--- src/logic/dicr_pkg.sv ---
// Constants, register map and types of the digital input conditioning router
package dicr_pkg;
   localparam int unsigned DICR_CLK_HZ = 250_000_000;
   localparam int unsigned DICR_SAMPLE_US = 1000;
   localparam int unsigned DICR_TICK_CYC = DICR_CLK_HZ / 1_000_000 * DICR_SAMPLE_US;
   localparam int unsigned DICR_NIN = 16;
   // Register byte offsets
   localparam logic [7:0] DICR_OFS_SFE = 8'h00;
   localparam logic [7:0] DICR_OFS_INV = 8'h04;
   localparam logic [7:0] DICR_OFS_FEN = 8'h08;
   localparam logic [7:0] DICR_OFS_FVAL = 8'h0C;
   localparam logic [7:0] DICR_OFS_RAW = 8'h10;
   localparam logic [7:0] DICR_OFS_THR = 8'h14;
   localparam logic [7:0] DICR_OFS_PAIR = 8'h18;
   localparam logic [7:0] DICR_OFS_REN = 8'h1C;
   localparam logic [7:0] DICR_OFS_SUM = 8'h20;
   localparam logic [7:0] DICR_OFS_STAT = 8'h24;
   localparam logic [7:0] DICR_OFS_TBL = 8'h80;
   // Special-function bit positions
   localparam int unsigned DICR_BIT_NLIM = 0;
   localparam int unsigned DICR_BIT_PLIM = 1;
   localparam int unsigned DICR_BIT_HOME = 2;
   localparam int unsigned DICR_BIT_ILCK = 3;
   localparam int unsigned DICR_LVL_BASE = 16;
   // Inputs carrying enable, direction and clock (zero based)
   localparam logic [15:0] DICR_CD_MASK = 16'h0030;
   localparam logic [15:0] DICR_CAP_MASK = 16'h0038;
   // Source codes
   localparam logic [7:0] DICR_SRC_ZERO = 8'h00;
   localparam logic [7:0] DICR_SRC_IN1 = 8'h01;
   localparam logic [7:0] DICR_SRC_IN16 = 8'h10;
   localparam logic [7:0] DICR_SRC_HALLU = 8'h41;
   localparam logic [7:0] DICR_SRC_USB = 8'h47;
   localparam logic [7:0] DICR_SRC_INV = 8'h80;
   // Reset values
   localparam logic [31:0] DICR_RST_WORD = 32'h0000_0000;
   localparam logic [7:0] DICR_RST_ENTRY = 8'h00;
   typedef enum logic [1:0] {
      DICR_NORMAL = 2'b00,
      DICR_PRELOAD = 2'b01,
      DICR_ROUTED = 2'b11
   } dicr_mode_t;
endpackage

--- src/logic/dicr_top.sv ---
// Digital input conditioning router with APB register access
//
// Local design decisions: the APB slave port and the register addresses.
`timescale 1ns/100ps
`default_nettype none
module dicr_top #(
   parameter int unsigned TICK_CYC = dicr_pkg::DICR_TICK_CYC
) (
   // Clock and reset
   input wire logic clk,
   input wire logic rst_b,
   // APB slave
   input wire logic psel,
   input wire logic penable,
   input wire logic pwrite,
   input wire logic [7:0] paddr,
   input wire logic [31:0] pwdata,
   output logic [31:0] prdata,
   output logic pready,
   output logic pslverr,
   // Pins and internal signal sources
   input wire logic [15:0] pin_in,
   input wire logic [2:0] hall_in,
   input wire logic [2:0] enc_in,
   input wire logic usb_power_in,
   // Conditioned results
   output logic [31:0] input_summary_word,
   output logic [15:0] cd_level,
   output logic neg_limit,
   output logic pos_limit,
   output logic home_sw,
   output logic interlock_fault,
   output logic threshold_24v,
   output logic pair_differential,
   output logic [15:0] neg_input_en
);
   import dicr_pkg::*;

   // ====================================================================
   // Reset release and input synchronisers
   logic [1:0] rst_sync_q;
   logic rst_n;
   always_ff @(posedge clk or negedge rst_b) begin
      if (!rst_b) begin
         rst_sync_q <= 2'b00;
      end else begin
         rst_sync_q <= {rst_sync_q[0], 1'b1};
      end
   end
   assign rst_n = rst_sync_q[1];

   localparam int unsigned NSRC = 23;
   logic [NSRC-1:0] meta_q;
   logic [NSRC-1:0] sync_q;
   // First stage may go metastable; only the second stage is read by logic
   always_ff @(posedge clk or negedge rst_n) begin
      if (!rst_n) begin
         meta_q <= '0;
      end else begin
         meta_q <= {usb_power_in, enc_in, hall_in, pin_in};
      end
   end

   always_ff @(posedge clk or negedge rst_n) begin
      if (!rst_n) begin
         sync_q <= '0;
      end else begin
         sync_q <= meta_q;
      end
   end

   // ====================================================================
   // Millisecond sample tick
   logic [31:0] tick_cnt_q;
   logic tick_q;
   // Sample period counter
   always_ff @(posedge clk or negedge rst_n) begin
      if (!rst_n) begin
         tick_cnt_q <= '0;
      end else if (tick_cnt_q == TICK_CYC - 1) begin
         tick_cnt_q <= '0;
      end else begin
         tick_cnt_q <= tick_cnt_q + 32'h0000_0001;
      end
   end

   // One-cycle sample enable; pin pulses that start and end between two enables are never seen
   always_ff @(posedge clk or negedge rst_n) begin
      if (!rst_n) begin
         tick_q <= 1'b0;
      end else begin
         tick_q <= (tick_cnt_q == TICK_CYC - 1);
      end
   end

   // ====================================================================
   // Configuration registers
   logic [31:0] sfe_q;
   logic [31:0] inv_q;
   logic [31:0] fen_q;
   logic [31:0] fval_q;
   logic [31:0] thr_q;
   logic [31:0] pair_q;
   logic [31:0] ren_q;
   logic [31:0] raw_q;
   logic [31:0] sum_q;
   logic [7:0] tbl_q [0:31];
   dicr_mode_t mode_q;
   logic wr_en;
   logic rd_en;
   assign wr_en = psel && penable && pwrite;
   assign rd_en = psel && penable && !pwrite;

   // Legal addresses: aligned, in the register block or the routing table
   function automatic logic addr_ok(input logic [7:0] a);
      addr_ok = (a <= DICR_OFS_STAT) || (a >= DICR_OFS_TBL);
      if (a[1:0] != 2'b00) begin
         addr_ok = 1'b0;
      end
   endfunction

   // Conditioning settings, full 32-bit words
   always_ff @(posedge clk or negedge rst_n) begin
      if (!rst_n) begin
         sfe_q <= DICR_RST_WORD;
         inv_q <= DICR_RST_WORD;
         fen_q <= DICR_RST_WORD;
         fval_q <= DICR_RST_WORD;
      end else if (wr_en) begin
         case (paddr)
            DICR_OFS_SFE: sfe_q <= pwdata;
            DICR_OFS_INV: inv_q <= pwdata;
            DICR_OFS_FEN: fen_q <= pwdata;
            DICR_OFS_FVAL: fval_q <= pwdata;
            default: begin
            end
         endcase
      end
   end

   // Electrical settings, one bit each for all capable inputs at once
   always_ff @(posedge clk or negedge rst_n) begin
      if (!rst_n) begin
         thr_q <= DICR_RST_WORD;
         pair_q <= DICR_RST_WORD;
      end else if (wr_en) begin
         case (paddr)
            DICR_OFS_THR: thr_q <= {31'h0, pwdata[0]};
            DICR_OFS_PAIR: pair_q <= {31'h0, pwdata[0]};
            default: begin
            end
         endcase
      end
   end

   // Routing enable; toggling it reloads the table, so software should set it once
   always_ff @(posedge clk or negedge rst_n) begin
      if (!rst_n) begin
         ren_q <= DICR_RST_WORD;
      end else if (wr_en && paddr == DICR_OFS_REN) begin
         ren_q <= {31'h0, pwdata[0]};
      end
   end

   // ====================================================================
   // Routing mode sequencer and table
   dicr_mode_t mode_d;
   always_comb begin
      mode_d = mode_q;
      case (mode_q)
         DICR_NORMAL: begin
            if (ren_q[0]) begin
               mode_d = DICR_PRELOAD;
            end
         end
         DICR_PRELOAD: begin
            mode_d = ren_q[0] ? DICR_ROUTED : DICR_NORMAL;
         end
         DICR_ROUTED: begin
            if (!ren_q[0]) begin
               mode_d = DICR_NORMAL;
            end
         end
         default: begin
            mode_d = DICR_NORMAL;
         end
      endcase
   end

   always_ff @(posedge clk or negedge rst_n) begin
      if (!rst_n) begin
         mode_q <= DICR_NORMAL;
      end else begin
         mode_q <= mode_d;
      end
   end

   // Identity mapping: low bit k and level bit k+16 both take input k+1
   function automatic logic [7:0] ident_code(input int unsigned k);
      ident_code = (k < DICR_NIN) ? 8'(k + 1) : 8'(k - DICR_LVL_BASE + 1);
   endfunction

   // Preload takes priority over a table write in the same cycle
   genvar g;
   generate
      for (g = 0; g < 32; g++) begin : g_tbl
         always_ff @(posedge clk or negedge rst_n) begin
            if (!rst_n) begin
               tbl_q[g] <= DICR_RST_ENTRY;
            end else if (mode_q == DICR_PRELOAD) begin
               tbl_q[g] <= ident_code(g);
            end else if (wr_en && paddr == 8'(DICR_OFS_TBL + 4 * g)) begin
               tbl_q[g] <= pwdata[7:0];
            end
         end
      end
   endgenerate

   // ====================================================================
   // Input computation: raw, force, invert, route, summary
   logic [15:0] cond;
   logic [31:0] norm_word;
   logic [31:0] route_word;
   always_ff @(posedge clk or negedge rst_n) begin
      if (!rst_n) begin
         raw_q <= DICR_RST_WORD;
      end else if (tick_q) begin
         raw_q <= {16'h0, sync_q[15:0]};
      end
   end

   // Per input: forcing first, then the contact logic; clock and direction bypass inversion
   logic [15:0] forced_lvl;
   logic [15:0] inv_eff;
   generate
      for (g = 0; g < DICR_NIN; g++) begin : g_cond
         assign forced_lvl[g] = fen_q[g] ? fval_q[g] : raw_q[g];
         assign inv_eff[g] = inv_q[g] && !DICR_CD_MASK[g];
         assign cond[g] = forced_lvl[g] ^ inv_eff[g];
      end
   endgenerate
   assign norm_word = {cond, cond & sfe_q[15:0]};

   // Source decode; unused codes give constant 0, or 1 when inverted
   function automatic logic src_sel(input logic [7:0] code, input logic [15:0] c,
                                    input logic [6:0] aux);
      logic base;
      base = 1'b0;
      if (code[6:0] >= DICR_SRC_IN1[6:0] && code[6:0] <= DICR_SRC_IN16[6:0]) begin
         base = c[code[3:0] - 4'h1];
      end else if (code[6:0] >= DICR_SRC_HALLU[6:0] && code[6:0] <= DICR_SRC_USB[6:0]) begin
         base = aux[code[2:0] - 3'h1];
      end
      src_sel = base ^ code[7];
   endfunction

   generate
      for (g = 0; g < 32; g++) begin : g_route
         assign route_word[g] = src_sel(tbl_q[g], cond, sync_q[22:16]);
      end
   endgenerate

   // Summary register: normal composition or the routing table
   always_ff @(posedge clk or negedge rst_n) begin
      if (!rst_n) begin
         sum_q <= DICR_RST_WORD;
      end else if (mode_q == DICR_ROUTED) begin
         sum_q <= route_word;
      end else begin
         sum_q <= norm_word;
      end
   end

   // ====================================================================
   // Outputs
   // Summary word and the special functions read from its low bits
   always_ff @(posedge clk or negedge rst_n) begin
      if (!rst_n) begin
         input_summary_word <= DICR_RST_WORD;
         neg_limit <= 1'b0;
         pos_limit <= 1'b0;
         home_sw <= 1'b0;
      end else begin
         input_summary_word <= sum_q;
         neg_limit <= sum_q[DICR_BIT_NLIM];
         pos_limit <= sum_q[DICR_BIT_PLIM];
         home_sw <= sum_q[DICR_BIT_HOME];
      end
   end

   // Release taken from the summary, so a routed source also gates motion
   always_ff @(posedge clk or negedge rst_n) begin
      if (!rst_n) begin
         interlock_fault <= 1'b0;
      end else begin
         interlock_fault <= sfe_q[DICR_BIT_ILCK] && !sum_q[DICR_BIT_ILCK];
      end
   end

   // Clock and direction levels for the step interface, never inverted
   always_ff @(posedge clk or negedge rst_n) begin
      if (!rst_n) begin
         cd_level <= 16'h0000;
      end else begin
         cd_level <= raw_q[15:0] & DICR_CD_MASK;
      end
   end

   // Input stage settings
   always_ff @(posedge clk or negedge rst_n) begin
      if (!rst_n) begin
         threshold_24v <= 1'b0;
         pair_differential <= 1'b0;
         neg_input_en <= 16'h0000;
      end else begin
         threshold_24v <= thr_q[0];
         pair_differential <= pair_q[0];
         neg_input_en <= pair_q[0] ? DICR_CAP_MASK : 16'h0000;
      end
   end

   // ====================================================================
   // APB read path, zero wait states
   logic [31:0] rd_d;
   always_comb begin
      rd_d = 32'h0000_0000;
      case (paddr)
         DICR_OFS_SFE: rd_d = sfe_q;
         DICR_OFS_INV: rd_d = inv_q;
         DICR_OFS_FEN: rd_d = fen_q;
         DICR_OFS_FVAL: rd_d = fval_q;
         DICR_OFS_RAW: rd_d = raw_q;
         DICR_OFS_THR: rd_d = thr_q;
         DICR_OFS_PAIR: rd_d = pair_q;
         DICR_OFS_REN: rd_d = ren_q;
         DICR_OFS_SUM: rd_d = sum_q;
         DICR_OFS_STAT: rd_d = {30'h0, mode_q};
         default: begin
            if (paddr >= DICR_OFS_TBL) begin
               rd_d = {24'h0, tbl_q[paddr[6:2]]};
            end
         end
      endcase
   end

   // Read data is captured in the setup cycle and held until the next read
   always_ff @(posedge clk or negedge rst_n) begin
      if (!rst_n) begin
         prdata <= 32'h0000_0000;
      end else if (psel && !penable && !pwrite) begin
         prdata <= rd_d;
      end
   end

   // Every transfer is answered in its first access cycle
   always_ff @(posedge clk or negedge rst_n) begin
      if (!rst_n) begin
         pready <= 1'b0;
      end else begin
         pready <= psel && !penable;
      end
   end

   // Unmapped or unaligned addresses are refused; such writes change nothing
   always_ff @(posedge clk or negedge rst_n) begin
      if (!rst_n) begin
         pslverr <= 1'b0;
      end else begin
         pslverr <= psel && !penable && !addr_ok(paddr);
      end
   end
   logic unused_rd;
   assign unused_rd = rd_en;
endmodule
`default_nettype wire

--- config.mk ---
export PLATFORM = sky130hd
export DESIGN_NAME = dicr_top
export DESIGN_NICKNAME = d
export VERILOG_FILES = /design/src/logic/dicr_pkg.sv /design/src/logic/dicr_top.sv
export SDC_FILE = /design/constraint.sdc
export NUM_CORES = 2
export LEC_CHECK = 0
export BUFFER_PORTS_ARGS = -buffer_cell sky130_fd_sc_hd__buf_2
export CORE_UTILIZATION = 45
export DETAILED_ROUTE_END_ITERATION = 8
export PLACE_DENSITY = 0.61
export SETUP_SLACK_MARGIN = 0.4
export SYNTH_ARGS = -nofsm -noshare
export SYNTH_HDL_FRONTEND = slang
export SYNTH_SLANG_ARGS = --single-unit
--- constraint.sdc ---
create_clock -name clk -period 19.1 [get_ports clk]
set_clock_uncertainty 0.05 [all_clocks]
set_input_delay 0.955 -clock clk [delete_from_list [all_inputs] [get_ports clk]]
set_output_delay 0.955 -clock clk [all_outputs]
set_load 0.01 [all_outputs]
After elaboration in Yosys (flattened, before gate mapping). Index checks and enable logic that the tools add are counted.

Register bits: 598. Input bits: 68. Output and inout bits: 104. Logic and storage cells: 848.

Add/sub/neg operators: 65. Order comparisons: 195. Eq/ne operators: 46. Muxes and demuxes: 285. Bitwise operators: 48. Reduce and logical (&&, ||, !) cells: 150.

Operator list (number): $mux 8 (67); $pmux 32 s10 (1); $eq 8x8->1 const B (32); $ge 7x1->1 const B (32); $ge 7x7->1 const B (32); $le 7x5->1 const B (32); $le 7x7->1 const B (32); $lt 4x5->1 const B (32); $mux 1 (145); $bmux 1 s4 (32); $lt 3x4->1 const B (32); $sub 4x1->4 const B (32); $logic_and 1x1->1 (103); $bmux 1 s3 (32); $sub 3x1->3 const B (32); $reduce_bool 2->1 (33); $mux 32 (2); $xor 1x1->1 (46); $bmux 8 s5 (1); $add 32x1->32 const B (1); $eq 32x18->1 const B (1); $eq 8x5->1 const B (4); $and 16x16->16 (1); $eq 8x4->1 const B (2); other kinds (17) (30).

Longest topological paths before layout.
Word-level depth: 7. Mapped depth: 12. Depth with buffers taken out: 9.

Worst setup path after synthesis. OpenSTA, ideal clock, no wires.

Path type: register to register. From: register tbl_q[152] (netlist name). To: register sum_q[12]. Setup time: 0.124 ns. Arrival time: 2.782 ns. Required time: 18.926 ns. Setup slack: 16.144 ns. Stages on the path, launching flop included: 11. Buffers on the path: 2. Clock period less this slack: 2.956 ns. Cell sequence: dfrtp_1 clkbuf_1 inv_1 ha_1 clkbuf_1 nand2_1 mux4_2 or3_1 nand3_1 o221ai_1 or2_1.

Longest elaborated chain between the ends: 7. Elaborated cells between the ends (all ways): 16. Those cells by class: 2 x add/sub; 4 x order compare; 7 x mux; 1 x bitwise; 2 x reduce/logical.

Ends and longest elaborated chain: from (decl) (line dicr_top.sv:107) `logic [7:0] tbl_q [0:31];`; from (signal, indexed assignment) (line dicr_top.sv:211) `tbl_q[g] <= ident_code(g);`; from (signal, indexed assignment) (line dicr_top.sv:213) `tbl_q[g] <= pwdata[7:0];`; branches (longest 4 deep; another with $sub 4x1->4); $mux 1 * (line dicr_top.sv:249) `if (code[6:0] >= DICR_SRC_IN1[6:0] && code[6:0] <= DICR_SRC_IN16[6:0]) begin`; $xor 1x1->1 * (line dicr_top.sv:254) `src_sel = base ^ code[7];`; $mux 32 * (line dicr_top.sv:267) `end else if (mode_q == DICR_ROUTED) begin`; to (signal assigned) (line dicr_top.sv:268) `sum_q <= route_word;`; to (signal assigned) (line dicr_top.sv:270) `sum_q <= norm_word;`; to (decl) (line dicr_top.sv:106) `logic [31:0] sum_q;`.

Mark *: on every way between the ends. The select of a mux whose other input is x is not followed. A chain may end at the register's enable or synchronous reset.

==> flow_summary_export.csv <==
group,metric,value,unit
outcome,outcome,"finished clean",
clocking,path_clk_slew,60,ps
timing,fmax,0.235,GHz
setup_path,worstPathRequired,19710,ps
yosys,yosysMostFrequentCell,"dfrtp_1",
setup_path,critical_path_buf_inv_count,4,
floorplan,die_w,296,um
placement,globalplace.congestion,0.976,
floorplan,core-area,85400,um2
setup_path,r2r_slack,14850,ps
setup_path,worstPathMaxFanout,78,
power,ir_drop,82.0,uV
grt,grt_max_degree,191,
yosys,ys_seq_area_frac,0.379,
power,power.leakage,17.7,nW
setup_path,slowest_stage,"buf_4",
finish,fillerInstances,7845,
clocking,cts.sinks,589,
setup_path,critical-path-top-delay-family,"buffers and inverters",
yosys,synth_top_cell_area_share,0.379,
yosys,synth_area,38900,um2
floorplan,die-area,87600,um2
setup_path,rr_endpoint,"sum_q[31]$_DFF_PN0_",
yosys,yosysWarnings,0,
timing,drv_slew,0,
floorplan,die_h,296,um
detailed_routing,postRouteAntennaNets,0,
setup_path,r2r_start,"rst_sync_q[1]$_DFF_PN0_",
clocking,hold_buffers,0,
timing,finalCriticalPeriod,4250,ps
yosys,ys.flop_type,"dfrtp_1",
setup_path,start_kind,"flip-flop",
timing,tns,0,ps
detailed_routing,totalWireLength,144,mm
placement,port_buffers,144,
clocking,htree_levels,3,
detailed_routing,routed-via-count,33571,
floorplan,initial_core_util,0.456,
setup_path,worstPathArrival,4860,ps
grt,track_usage,0.328,
detailed_routing,drc_errors,0,
detailed_routing,vias_per_cell,6.53,
placement,hpwlAfterDp,89.7,mm
finish,nNetsFinal,4104,
finish,drive_gt1_frac,0.186,
floorplan,top_level_ports,172,
yosys,yosys_register_bits,589,
timing,final.period_utilization,0.222,
yosys,yosysTopAreaCell,"dfrtp_1",
grt,grt_overflow_total,0,
yosys,avgSynthCellArea,9.69,um2
grt,antenna_found_initial,6,
detailed_routing,drt_iter0_drc,4524,
yosys,async_reset_ff_frac,1.00,
setup_path,r2r_cells,4,
yosys,synth_cell_types,97,
setup_path,crit_type,"reg2async",
finish,fin_util,0.500,
detailed_routing,avgRoutedWirePerCell,28.1,um
clocking,root_buffer,"clkbuf_16",
setup_path,critPathMaxStageDelay,860,ps
setup_path,path_common_cell,"buf_4",
clocking,cts_buffers,68,
timing,hold_violations,0,
floorplan,num_rows,107,
yosys,synth_edf_count,0,
timing,setup_viol,0,
worst_hold_path,hold_path.class,"in2async",
timing,rsz0062_at_grt,"no",
finish,areaGrowthSynthToFinish,9.71,%
timing,maxSlewHeadroom,0.148,
setup_path,end_kind,"asynchronous set/reset pin",
flow_run,drv_cap,0,
yosys,synthTopCellsByCount,"dfrtp_1, nand2_1, clkbuf_1",
clocking,cts-resized-gates,0,
clocking,cts_setup_buffers,0,
grt,grt_pass1_vias,31440,
clocking,cts_tree,"done",
power,power_density,70.1,nW/um2
clocking,clk_latency,630,ps
finish,multiInputGateArea,22400,um2
clocking,cts_max_path_buffers,3,
timing,worstMarginPinSlew,1270,ps
setup_path,crit_chain,"buf_4 > buf_4 > buf_4 > buf_4",
yosys,synthCells,4015,
finish,regArea,14700,um2
detailed_routing,first_pass_iters,6,
grt,grt_pass1_wl,213,mm
yosys,synth_area_leaders,"dfrtp_1, mux4_2, mux2_2, nand2_1, mux2i_1",
-- worst reg2reg max path: cells and delay by family (launching register included) --
family | cells | cell delay [ps]
buffers and inverters | 4 | 3380
DFF | 1 | 810
-- cell families (layout without fill, tap and decap cells) --
logic type | after synthesis | after routing | share of synthesized area
compound gates | 827 | 827 | 0.139
xor+xnor | 186 | 186 | 0.0436
fa+ha+maj | 97 | 97 | 0.0312
buf+inv | 492 | 441 | 0.0536
flops | 589 | 589 | 0.379
mux | 507 | 507 | 0.191
other cells | 2 | 33 | 0.000193
simple gates | 1315 | 1315 | 0.163
-- registers in the layout (all words and copies together) (netlist names), 2 cells and up --
name,flops
cd_level,2
fen_q,32
fval_q,32
input_summary_word,32
inv_q,32
meta_q,23
mode_q,2
prdata,32
raw_q,16
rst_sync_q,2
sfe_q,32
sum_q,32
sync_q,23
tbl_q,256
tick_cnt_q,32
-- metal layers --
| metal | GRT usage | up-vias | routed length [um] |
|---|---|---|---|
| met5 | 0 | - | 0 |
| met4 | 0.155 | 0 | 7560 |
| met3 | 0.0941 | 393 | 17400 |
| met2 | 0.475 | 2126 | 61500 |
| met1 | 0.452 | 16683 | 57700 |
| li1 | - | 14369 | - |
-- stage by stage --
step	area (um2)	power, mW	cells	hold slack [ps]	worst slack [ps]
6_report	42700	2.99	5139	43.9	14850
5_1_grt	42700	3.08	5138	32.5	14170
4_1_cts	42700	3.00	5134	30.8	14680
3_5_place_dp	40300	1.61	5013	286	14670
3_3_place_gp	40300	1.60	5013	284	14690
2_1_floorplan	39000	1.51	4041	281	1420
-- cells in the final DEF, fill, tap and decap left out, types with 17 or more instances in the layout --
master / Yosys / routed
a2111oi_0: 23 / 23
a211oi_1: 29 / 29
a21oi_1: 209 / 209
a221oi_1: 19 / 19
a22oi_1: 65 / 65
a2bb2oi_1: 24 / 24
a311oi_1: 17 / 17
a31oi_1: 25 / 25
a41oi_1: 19 / 19
buf_2: 45 / 142
buf_4: 36 / 77
clkbuf_16: 0 / 68
conb_1: 2 / 28
dfrtp_1: 589 / 588
ha_1: 97 / 97
inv_1: 96 / 96
mux2_2: 174 / 174
mux2i_1: 158 / 154
mux4_2: 164 / 164
nand2_1: 515 / 513
nand2b_1: 45 / 44
nand3_1: 110 / 109
nand3b_1: 29 / 29
nand4_1: 35 / 35
nand4b_1: 22 / 22
nor2_1: 260 / 254
nor2b_1: 31 / 31
nor3_1: 94 / 94
nor4_1: 22 / 22
nor4b_1: 24 / 24
o2111ai_1: 19 / 19
o211ai_1: 64 / 64
o21ai_0: 188 / 188
o21ai_1: 18 / 18
or3_1: 32 / 32
xnor2_1: 92 / 86
xor2_1: 88 / 79
-- worst max-delay path by stage --
stage                                  from                     to  slack, ps  depth (start not counted)
floorplan           rst_sync_q[1]$_DFF_PN0_  cd_level[4]$_DFF_PN0_       1420                          0
global placement    rst_sync_q[1]$_DFF_PN0_  fval_q[0]$_DFFE_PN0P_      14690                          4
detailed placement  rst_sync_q[1]$_DFF_PN0_  tbl_q[95]$_DFFE_PN0P_      14670                          4
CTS                 rst_sync_q[1]$_DFF_PN0_     sum_q[0]$_DFF_PN0_      14680                          4
global route        rst_sync_q[1]$_DFF_PN0_  tbl_q[62]$_DFFE_PN0P_      14170                          4
finish              rst_sync_q[1]$_DFF_PN0_    sum_q[31]$_DFF_PN0_      14850                          4
-- power by group --
part,switching [mW],total [mW],internal [mW]
registers,0.0383,1.31,1.27
logic,0.186,0.284,0.0979
clock network,0.577,1.40,0.820
total,0.802,2.99,2.19
-- layout make-up --
cell class | instances | share of cell area
repair buffers | 221 | 0.0311
well taps | 1144 | 0.0335
clock inverters | 29 | 0.0105
multi-input cells | 2960 | 0.526
flip-flops and latches | 589 | 0.345
diodes | 5 | 0.000293
clock buffers | 92 | 0.0448
inverters | 99 | 0.00871
Note: power is estimated with default switching activity, not from simulation.
